[src/slc_pkg.sv]
// Constants, register map and carrier types for the second-level cache timing control.
// Assumes a single core clock domain and a byte-wide register port.
`default_nettype none
package slc_pkg;
  localparam logic [7:0] SLC_CTRL_OFS = 8'hD0;
  localparam logic [7:0] SLC_STAT_OFS = 8'hD1;
  localparam logic [7:0] SLC_CTRL_RST = 8'h00;
  localparam int SLC_FIRST_RD_BIT = 0;
  localparam int SLC_BURST_RD_BIT = 1;
  localparam int SLC_WR_NOWS_BIT = 2;
  localparam int SLC_SIZE_LSB = 3;
  localparam int SLC_ENGAGE_BIT = 5;
  localparam int SLC_SUSP_DRIVE_BIT = 6;
  localparam int SLC_CS_GAP_BIT = 7;
  localparam logic [1:0] SLC_SIZE_RSVD = 2'h3;
  localparam logic [1:0] SLC_FIRST_SLOW = 2'h3;
  localparam logic [1:0] SLC_FIRST_FAST = 2'h2;
  localparam logic [1:0] SLC_BURST_SLOW = 2'h2;
  localparam logic [1:0] SLC_BURST_FAST = 2'h1;
  localparam logic [1:0] SLC_WR_BASE = 2'h1;
  localparam logic [1:0] SLC_LAST_BEAT = 2'h3;
  localparam logic [1:0] SLC_STRAP_WAIT = 2'h2;

  typedef struct packed {
    logic [7:0] addr;
    logic [7:0] wdata;
    logic wr;
    logic rd;
  } slc_bus_req_t;

  typedef enum logic [1:0] {
    SLC_IDLE = 2'h0,
    SLC_FIRST = 2'h1,
    SLC_BURST = 2'h3,
    SLC_WRITE = 2'h2
  } slc_state_t;
endpackage
`default_nettype wire

[src/slc_timing_ctrl.sv]
// Second-level cache control register and cache cycle sequencer with SRAM select pins.
// Assumes requests come from logic on core_clk; straps and power-state inputs are asynchronous pins.
//
// The implementer's own choice: the strobed register port.
`default_nettype none
module slc_timing_ctrl (
  input wire logic core_clk,
  input wire logic rst_b,
  input wire slc_pkg::slc_bus_req_t bus_req,
  output logic [7:0] rd_data,
  input wire logic cyc_req,
  input wire logic cyc_write,
  output logic cyc_busy,
  output logic xfer_ack,
  output logic cyc_done,
  input wire logic cache_strap,
  input wire logic suspend_pin,
  input wire logic stop_grant_pin,
  output logic [3:0] cache_chip_selects_n,
  output logic cache_chip_selects_oe,
  output logic shared_pin_out,
  output logic shared_pin_oe,
  output logic [1:0] cache_size,
  output logic cache_active,
  output logic cache_if_enabled
);
  logic [1:0] rst_q;
  logic rst_n;
  logic [2:0] pin_q1;
  logic [2:0] pin_q2;
  logic strap_s;
  logic susp_s;
  logic sg_s;
  logic strap_taken;
  logic [1:0] strap_wait;
  logic [7:0] ctrl;
  slc_pkg::slc_state_t state;
  logic [1:0] cnt;
  logic [1:0] beat;
  logic burst_slow;
  logic compat_clk;
  logic start;
  logic ctl_drive;
  logic [1:0] first_len;
  logic [1:0] burst_len;
  logic [1:0] wr_len;

  always_ff @(posedge core_clk or negedge rst_b) begin
    if (!rst_b) begin
      rst_q <= 2'h0;
    end else begin
      rst_q <= {rst_q[0], 1'b1};
    end
  end
  assign rst_n = rst_q[1];

  always_ff @(posedge core_clk or negedge rst_n) begin
    if (!rst_n) begin
      pin_q1 <= 3'h0;
      pin_q2 <= 3'h0;
    end else begin
      pin_q1 <= {cache_strap, suspend_pin, stop_grant_pin};
      pin_q2 <= pin_q1;
    end
  end
  assign strap_s = pin_q2[2];
  assign susp_s = pin_q2[1];
  assign sg_s = pin_q2[0];

  // strap capture once
  // The synchroniser leaves reset empty, so the strap is caught only once both stages hold the pin.
  always_ff @(posedge core_clk or negedge rst_n) begin
    if (!rst_n) begin
      strap_wait <= 2'h0;
      strap_taken <= 1'b0;
      cache_if_enabled <= 1'b0;
    end else if (!strap_taken) begin
      if (strap_wait == slc_pkg::SLC_STRAP_WAIT) begin
        strap_taken <= 1'b1;
        cache_if_enabled <= !strap_s;
      end else begin
        strap_wait <= strap_wait + 2'h1;
      end
    end
  end

  always_ff @(posedge core_clk or negedge rst_n) begin
    if (!rst_n) begin
      ctrl <= slc_pkg::SLC_CTRL_RST;
    end else if (bus_req.wr && bus_req.addr == slc_pkg::SLC_CTRL_OFS) begin
      ctrl <= bus_req.wdata;
    end
  end

  // Unmapped offsets read as zero so probing software sees no phantom registers.
  always_ff @(posedge core_clk or negedge rst_n) begin
    if (!rst_n) begin
      rd_data <= 8'h00;
    end else if (bus_req.rd && bus_req.addr == slc_pkg::SLC_CTRL_OFS) begin
      rd_data <= ctrl;
    end else if (bus_req.rd && bus_req.addr == slc_pkg::SLC_STAT_OFS) begin
      rd_data <= {3'h0, sg_s, susp_s, cyc_busy, cache_active, cache_if_enabled};
    end else begin
      rd_data <= 8'h00;
    end
  end

  assign first_len = ctrl[slc_pkg::SLC_FIRST_RD_BIT] ? slc_pkg::SLC_FIRST_FAST : slc_pkg::SLC_FIRST_SLOW;
  assign burst_len = burst_slow ? slc_pkg::SLC_BURST_SLOW : slc_pkg::SLC_BURST_FAST;
  assign wr_len = ctrl[slc_pkg::SLC_WR_NOWS_BIT] ? slc_pkg::SLC_WR_BASE : slc_pkg::SLC_WR_BASE + 2'h1;
  assign start = cyc_req && cache_active && state == slc_pkg::SLC_IDLE;
  assign ctl_drive = !susp_s || ctrl[slc_pkg::SLC_SUSP_DRIVE_BIT];

  always_ff @(posedge core_clk or negedge rst_n) begin
    if (!rst_n) begin
      cache_active <= 1'b0;
      cache_size <= 2'h0;
    end else begin
      cache_size <= ctrl[slc_pkg::SLC_SIZE_LSB +: 2];
      cache_active <= cache_if_enabled && ctrl[slc_pkg::SLC_ENGAGE_BIT] && !susp_s && !sg_s
                      && ctrl[slc_pkg::SLC_SIZE_LSB +: 2] != slc_pkg::SLC_SIZE_RSVD;
    end
  end

  always_ff @(posedge core_clk or negedge rst_n) begin
    if (!rst_n) begin
      state <= slc_pkg::SLC_IDLE;
      cnt <= 2'h0;
      beat <= 2'h0;
      burst_slow <= 1'b0;
      xfer_ack <= 1'b0;
      cyc_done <= 1'b0;
    end else begin
      xfer_ack <= 1'b0;
      cyc_done <= 1'b0;
      case (state)
        slc_pkg::SLC_IDLE: begin
          if (start) begin
            state <= cyc_write ? slc_pkg::SLC_WRITE : slc_pkg::SLC_FIRST;
            cnt <= (cyc_write ? wr_len : first_len) - 2'h1;
            beat <= 2'h0;
            burst_slow <= ctrl[slc_pkg::SLC_BURST_RD_BIT];
          end
        end
        slc_pkg::SLC_FIRST, slc_pkg::SLC_BURST: begin
          if (cnt == 2'h0) begin
            xfer_ack <= 1'b1;
            if (beat == slc_pkg::SLC_LAST_BEAT) begin
              state <= slc_pkg::SLC_IDLE;
              cyc_done <= 1'b1;
            end else begin
              state <= slc_pkg::SLC_BURST;
              beat <= beat + 2'h1;
              cnt <= burst_len - 2'h1;
            end
          end else begin
            cnt <= cnt - 2'h1;
          end
        end
        default: begin
          if (cnt == 2'h0) begin
            xfer_ack <= 1'b1;
            cyc_done <= 1'b1;
            state <= slc_pkg::SLC_IDLE;
          end else begin
            cnt <= cnt - 2'h1;
          end
        end
      endcase
    end
  end

  always_ff @(posedge core_clk or negedge rst_n) begin
    if (!rst_n) begin
      cyc_busy <= 1'b0;
      compat_clk <= 1'b0;
      cache_chip_selects_n <= 4'hF;
      cache_chip_selects_oe <= 1'b0;
      shared_pin_out <= 1'b1;
      shared_pin_oe <= 1'b0;
    end else begin
      cyc_busy <= start || (state != slc_pkg::SLC_IDLE && !cyc_done);
      compat_clk <= !compat_clk;
      cache_chip_selects_oe <= ctl_drive;
      if (cache_active && (state != slc_pkg::SLC_IDLE || !ctrl[slc_pkg::SLC_CS_GAP_BIT])) begin
        cache_chip_selects_n <= 4'h0;
      end else begin
        cache_chip_selects_n <= 4'hF;
      end
      shared_pin_out <= cache_if_enabled ? (state == slc_pkg::SLC_IDLE) : compat_clk;
      // The pin floats until the strap names its function, so no stray edge reaches the tag RAM.
      shared_pin_oe <= strap_taken && (cache_if_enabled ? ctl_drive : 1'b1);
    end
  end
endmodule
`default_nettype wire

[config.mk]
export PLATFORM = sky130hd
export DESIGN_NAME = slc_timing_ctrl
export DESIGN_NICKNAME = d
export VERILOG_FILES = /design/src/slc_pkg.sv /design/src/slc_timing_ctrl.sv
export SDC_FILE = /design/constraint.sdc
export NUM_CORES = 1
export LEC_CHECK = 0
export ABC_AREA = 1
export BUFFER_PORTS_ARGS = -buffer_cell sky130_fd_sc_hd__buf_4
export CORE_ASPECT_RATIO = 0.6
export CORE_UTILIZATION = 35
export CTS_CLUSTER_SIZE = 25
export DETAILED_ROUTE_END_ITERATION = 16
export PLACE_DENSITY_LB_ADDON = 0.2
export REMOVE_ABC_BUFFERS = 1
export SYNTH_ARGS = -nofsm -noshare
export SYNTH_HDL_FRONTEND = slang
export SYNTH_SLANG_ARGS = --single-unit
[constraint.sdc]
create_clock -name core_clk -period 3.7 [get_ports core_clk]
set_input_delay 0.74 -clock core_clk [delete_from_list [all_inputs] [get_ports core_clk]]
set_output_delay 0.74 -clock core_clk [all_outputs]
set_load 0.1 [all_outputs]
==> out/qor.txt, run 1 <==
Status -> complete, but fails checks
Violated checks -> DRC
FF-to-FF End -> cnt[1]
Met2 WL -> 1.60 mm
Wirelength per Cell -> 12.7 um
Multi-input gate area -> 629 um^2
Unrepaired setup endpoints after global routing -> no
Post-CTS setup buffers -> 0
P_leak -> 1.25 nW
Die Span Y -> 59.5 um
Via count -> 1445
Hold Vio Cnt, Final -> 0
Synth Register Bits -> 46
Routed WL -> 3.94 mm
Antenna fix cells -> 0
R2r startpoint -> cnt[0]
Final Cycle Share -> 51.5%
Clock-pin slew on the worst setup and hold paths -> 0.09 ns
Row cnt -> 20
Worst vdd ir -> 265 uV
First DRT Iteration DRCs -> 75
Cts repair resizes -> 0
Post-route ant nets -> 0
Placer Congestion -> 0.757
Clock insertion delay at the later pin of the skew report -> 0.29 ns
Critical-path cell list -> buf_4
CTS tree -> built
F_max -> 525 MHz
Power density over cell area -> 593 mW/mm^2
Die Width -> 97.8 um
Highest routed layer -> met4
First-pass GRT wire length -> 6.78 mm
Core Box Area -> 0.00518 mm^2
Gr ovfl total -> 0
Crit path max fanout -> 7
WL met1 -> 2.03 mm
Critical Path Start Type -> register
Top Ports -> 47
Port Buffers -> 46
Final min period -> 1.90 ns
Required time of the critical path -> 2.96 ns
Syn_area_per_cell -> 9.73 um^2
Crit path from -> cache_if_enabled
Dpl cells -> 303
Die area -> 0.00582 mm^2
Synth warnings -> 0
WP buf/inv -> 1
Critical path class -> reg -> out
Worst EP arrival -> 1.16 ns
# DRC -> 4
R2r worst-path depth -> 6
Register area -> 0.00115 mm^2
Worst stage delay on the critical path -> 0.52 ns
WP depth -> 1
Hold Buf Count CTS -> 0
Netlist Area Pre-Place -> 0.00193 mm^2
Root Driver -> clkbuf_8
Share of cells above drive strength 1 -> 26.1%
Total Routing Usage GR -> 15.8%
Initial antenna violation count -> 0
Setup tns final -> 0 ns
Detail Route met3 WL -> 259 um
Setup ws final -> 1.80 ns
Total CTS buffers -> 5
Unique masters post-synth -> 29
Fin. max-slew vios -> 0
Worst min path class -> in -> async
Final Non-Filler Cells -> 311
Crit-path leading delay family -> flip-flops
Nets -> 273
Slew at the pin closest to its max-slew limit -> 0.954 ns
DR pass1 iterations -> 10
Setup WS pre-CTS -> 1.70 ns
Worst setup EP type -> primary output
Setup violations, final -> 0
End of the critical path -> cache_if_enabled
Post-DR vias/cell -> 4.65
Fillers -> 520
Setup Skew -> 0.00789 ns
Relative slew margins -> 36.4%
Area Overhead vs Synth -> 25.4%
Util after Layout -> 46.6%
Largest net degree at the start of global routing -> 45
Synth Instances -> 198
Internal reg-to-reg setup slack -> 2.27 ns
Slowest-stage cell, CP -> dfrtp_1
DP Wirelength -> 2.91 mm
Seq/Total Area, Yosys -> 59.9%
Htree depth -> 2
Vias in the first global route -> 1419
Initial core utilization -> 37.2%
Clock buffer depth -> 2
Max-cap violations -> 0
Sink Count -> 46
==> where the power goes <==
group | switching, mW | internal [mW] | total, mW
clock network | 0.165 | 0.202 | 0.367
logic | 0.317 | 0.124 | 0.441
registers | 0.0601 | 0.564 | 0.624
==> layout make-up <==
type                    count  area share [%]
multi-input cells         120            26.0
well taps                  66            3.42
repair buffers             46            14.3
flip-flops and latches     46            47.8
clock inverters             2            1.55
inverters                  25            3.88
clock buffers               6            3.00
==> cell families after synthesis <==
| family | after synthesis | share of synthesized area (%) |
|---|---|---|
| other | 1 | 0.195 |
| and+or+nand+nor | 98 | 24.6 |
| adders and majority gates | 4 | 2.60 |
| AOI/OAI and AO/OA | 16 | 4.81 |
| xor gates and xnor gates | 1 | 0.455 |
| DFF | 46 | 59.9 |
| buffers and inverters | 32 | 7.47 |
==> worst min path at each step <==
stage	start	end	slack, ns
floorplan	pin_q1[0]	pin_q2[0]	0.33
global placement	rst_q[0]	rst_q[1]	0.33
detailed placement	rst_q[0]	rst_q[1]	0.33
CTS	rst_b	rst_q[1]	0.19
global route	rst_b	rst_q[1]	0.18
finish	rst_b	rst_q[1]	0.20
==> cells in the mapped netlist (all sizes together) <==
| cell | number | share of area, % |
|---|---|---|
| dfstp | 2 | 2.7 |
| a21boi | 2 | 0.78 |
| a21oi | 1 | 0.26 |
| ha | 4 | 2.6 |
| o21ai | 11 | 3.1 |
| nor2 | 12 | 2.7 |
| nand3 | 16 | 5.1 |
| nand4 | 13 | 4.2 |
| buf | 7 | 2.6 |
| dfrtp | 44 | 57 |
| and2 | 1 | 0.32 |
| a211oi | 1 | 0.39 |
| nor3 | 1 | 0.84 |
| inv | 25 | 4.9 |
| conb | 1 | 0.19 |
| xor2 | 1 | 0.45 |
| nand2 | 52 | 10 |
| a31oi | 1 | 0.32 |
| nand3b | 3 | 1.2 |
==> sequential cells by signal, summed over array words and instances, names as in the netlist, 2 cells and up <==
name / count
pin_q2: 3
cache_size: 2
state: 2
ctrl: 8
rd_data: 8
rst_q: 2
strap_wait: 2
cnt: 2
pin_q1: 3
beat: 2
==> per-stage QoR <==
step	hold slack (ns)	power, mW	cell area [um^2]
2_1_floorplan	0.331	0.952	1880
6_report	0.204	1.43	2420
5_1_grt	0.176	1.53	2420
4_1_cts	0.193	1.45	2420
3_3_place_gp	0.331	1.07	2310
3_5_place_dp	0.335	1.08	2310
==> layout by cell type (no fill, tap or decap), types with 2 or more instances in the layout <==
master	Yosys	final
nand2_1	51	51
buf_4	4	46
dfrtp_1	44	43
inv_1	23	23
nand3_1	14	14
nand4_1	13	13
nor2_1	11	11
o21ai_0	8	8
clkbuf_8	0	5
ha_1	4	4
nand3b_1	3	3
inv_2	2	2
a21boi_0	2	2
o21ai_1	2	2
dfstp_2	2	2
==> per-layer routing <==
| layer | up-vias | global-route usage [%] |
|---|---|---|
| met3 | 4 | 4.72 |
| met4 | 0 | 7.14 |
| met2 | 38 | 21.7 |
| li1 | 726 | - |
| met1 | 677 | 22.8 |
| met5 | - | 0 |
(Power assumes the default switching activity.)
==> run 2, diff against run 1 <==
- clock period: 3.7 -> 1.81 ns (I/O delays scaled with it)
==> out/qor.txt, run 2 (synthesized netlist as in run 1, its figures left out) <==
Status -> complete, but fails checks
Violated checks -> DRC
Critical path class -> reg -> out
Worst setup EP type -> primary output
Htree depth -> 2 (unchanged)
Die Span Y -> 59.5 um (unchanged)
Placer Congestion -> 0.799 (+5.6%)
Area Overhead vs Synth -> 29.0%
Required time of the critical path -> 1.45 ns (-1.51 ns)
Setup ws final -> 0.291 ns (-1.51 ns)
R2r worst-path depth -> 7 (+1)
Final Non-Filler Cells -> 314 (+0.96%)
Worst stage delay on the critical path -> 0.52 ns (about the same)
Dpl cells -> 305 (+0.66%)
Die area -> 0.00582 mm^2 (unchanged)
Register area -> 0.00115 mm^2 (unchanged)
Post-CTS setup buffers -> 0 (unchanged)
Post-route ant nets -> 0 (unchanged)
Cts repair resizes -> 0 (unchanged)
Gr ovfl total -> 0 (unchanged)
Max-cap violations -> 0 (unchanged)
Critical-path cell list -> buf_4
Crit path max fanout -> 7 (unchanged)
Vias in the first global route -> 1318 (-7.1%)
Crit-path leading delay family -> flip-flops
Final min period -> 1.52 ns
Post-DR vias/cell -> 4.60 (-1.1%)
WP buf/inv -> 1 (unchanged)
Relative slew margins -> 66.4% (+30 points)
Clock-pin slew on the worst setup and hold paths -> 0.08 ns (about the same)
Nets -> 276 (+1.1%)
First DRT Iteration DRCs -> 55 (-27%)
Worst hold margin -> 0.172 ns (-0.0317 ns)
First-pass GRT wire length -> 6.49 mm (-4.3%)
Row cnt -> 20 (unchanged)
Share of cells above drive strength 1 -> 27.0% (+0.89 points)
Unrepaired setup endpoints after global routing -> no
Initial antenna violation count -> 0 (unchanged)
Port Buffers -> 46 (unchanged)
Hold Vio Cnt, Final -> 0 (unchanged)
Core Box Area -> 0.00518 mm^2 (unchanged)
Biggest regs -> ctrl x8, rd_data x8
Largest net degree at the start of global routing -> 24 (-47%)
Multi-input gate area -> 629 um^2 (unchanged)
Final Cycle Share -> 83.9%
CTS tree -> built
Via count -> 1443 (-0.14%)
Worst Hold Depth -> 1
Routed WL -> 3.89 mm (-1.2%)
R2r startpoint -> cnt[0]
Hold Path Origin -> suspend_pin
Critical Path Start Type -> register
Internal reg-to-reg setup slack -> 0.45 ns (-1.82 ns)
Worst vdd ir -> 527 uV (+99%)
DP Wirelength -> 2.98 mm (+2.4%)
Slowest-stage cell, CP -> dfrtp_1
Fin. max-slew vios -> 0 (unchanged)
Die Width -> 97.8 um (unchanged)
Fillers -> 499 (-4.0%)
Clock insertion delay at the later pin of the skew report -> 0.29 ns (about the same)
Setup WS pre-CTS -> 0.427 ns (-1.27 ns)
Root Driver -> clkbuf_8
Hold Buf Count CTS -> 1 (+1)
Sink Count -> 46 (unchanged)
Setup violations, final -> 0 (unchanged)
Wirelength per Cell -> 12.4 um (-2.2%)
Setup Skew -> 0.00510 ns (-0.00279 ns)
P_leak -> 1.29 nW (+3.1%)
# DRC -> 4 (unchanged)
Power density over cell area -> 1250 mW/mm^2 (+110%)
Clock buffer depth -> 2 (unchanged)
Slew at the pin closest to its max-slew limit -> 0.504 ns (-0.450 ns)
Total Routing Usage GR -> 14.9% (-0.83 points)
Antenna fix cells -> 0 (unchanged)
Worst min path class -> in -> reg
Top Ports -> 47 (unchanged)
Most common cell after layout, fill and taps aside -> nand2_1
Hold Path End -> pin_q1[1]
Total CTS buffers -> 5 (unchanged)
Most frequent cells in the layout -> nand2_1 (51), buf_4 (47), dfrtp_1 (43)
F_max -> 658 MHz
Initial core utilization -> 37.2% (unchanged)
Worst EP arrival -> 1.16 ns (about the same)
DR pass1 iterations -> 10 (unchanged)
FF-to-FF End -> cnt[0]
-- run 2: per-layer routing --
metal | up-vias | routed length, um | GRT usage, %
li1 | 735 | - | -
met4 | 0 | 22 | 4.76
met3 | 2 | 244 | 4.60
met1 | 674 | 2050 | 22.3
met2 | 32 | 1570 | 20.4
met5 | - | 0 | 0
-- run 2: how the worst max path moves through the flow --
stage	to	slack, ns	startpoint	cells after the start
after global placement	ctrl[7]	0.43	bus_req[13]	6
after detailed placement	ctrl[6]	0.43	bus_req[13]	6
after CTS	cache_if_enabled	0.28	cache_if_enabled	1
after global routing	cache_if_enabled	0.24	cache_if_enabled	1
final	cache_if_enabled	0.29	cache_if_enabled	1
after floorplan	cache_chip_selects_n[0]	-0.37	cache_chip_selects_n[1]	0
-- run 2: layout make-up --
class,instances,area share (%)
Timing Repair Buffer,49,15.4
Tap cell,66,3.32
Clock buffer,6,3.32
Clock inverter,2,2.42
Inverter,25,3.77
Sequential cell,46,46.5
Multi-Input combinational cell,120,25.3
-- run 2: where the power goes --
group / leakage [nW] / total (mW) / switching [mW] / internal (mW)
Combinational: 0.634 / 0.909 / 0.648 / 0.261
Clock: 0.0714 / 0.923 / 0.335 / 0.589
Sequential: 0.584 / 1.27 / 0.114 / 1.15
Total: 1.29 / 3.10 / 1.10 / 2.00
-- run 2: stage by stage --
step	util (%)	total power, mW	TNS, ns	instance area [um^2]
3_5_place_dp	45.0	2.20	0	2330
6_report	48.0	3.10	0	2490
5_1_grt	48.0	3.29	0	2490
4_1_cts	48.0	3.13	0	2490
2_1_floorplan	-	1.95	-1.49	1880
3_3_place_gp	45.0	2.19	0	2330
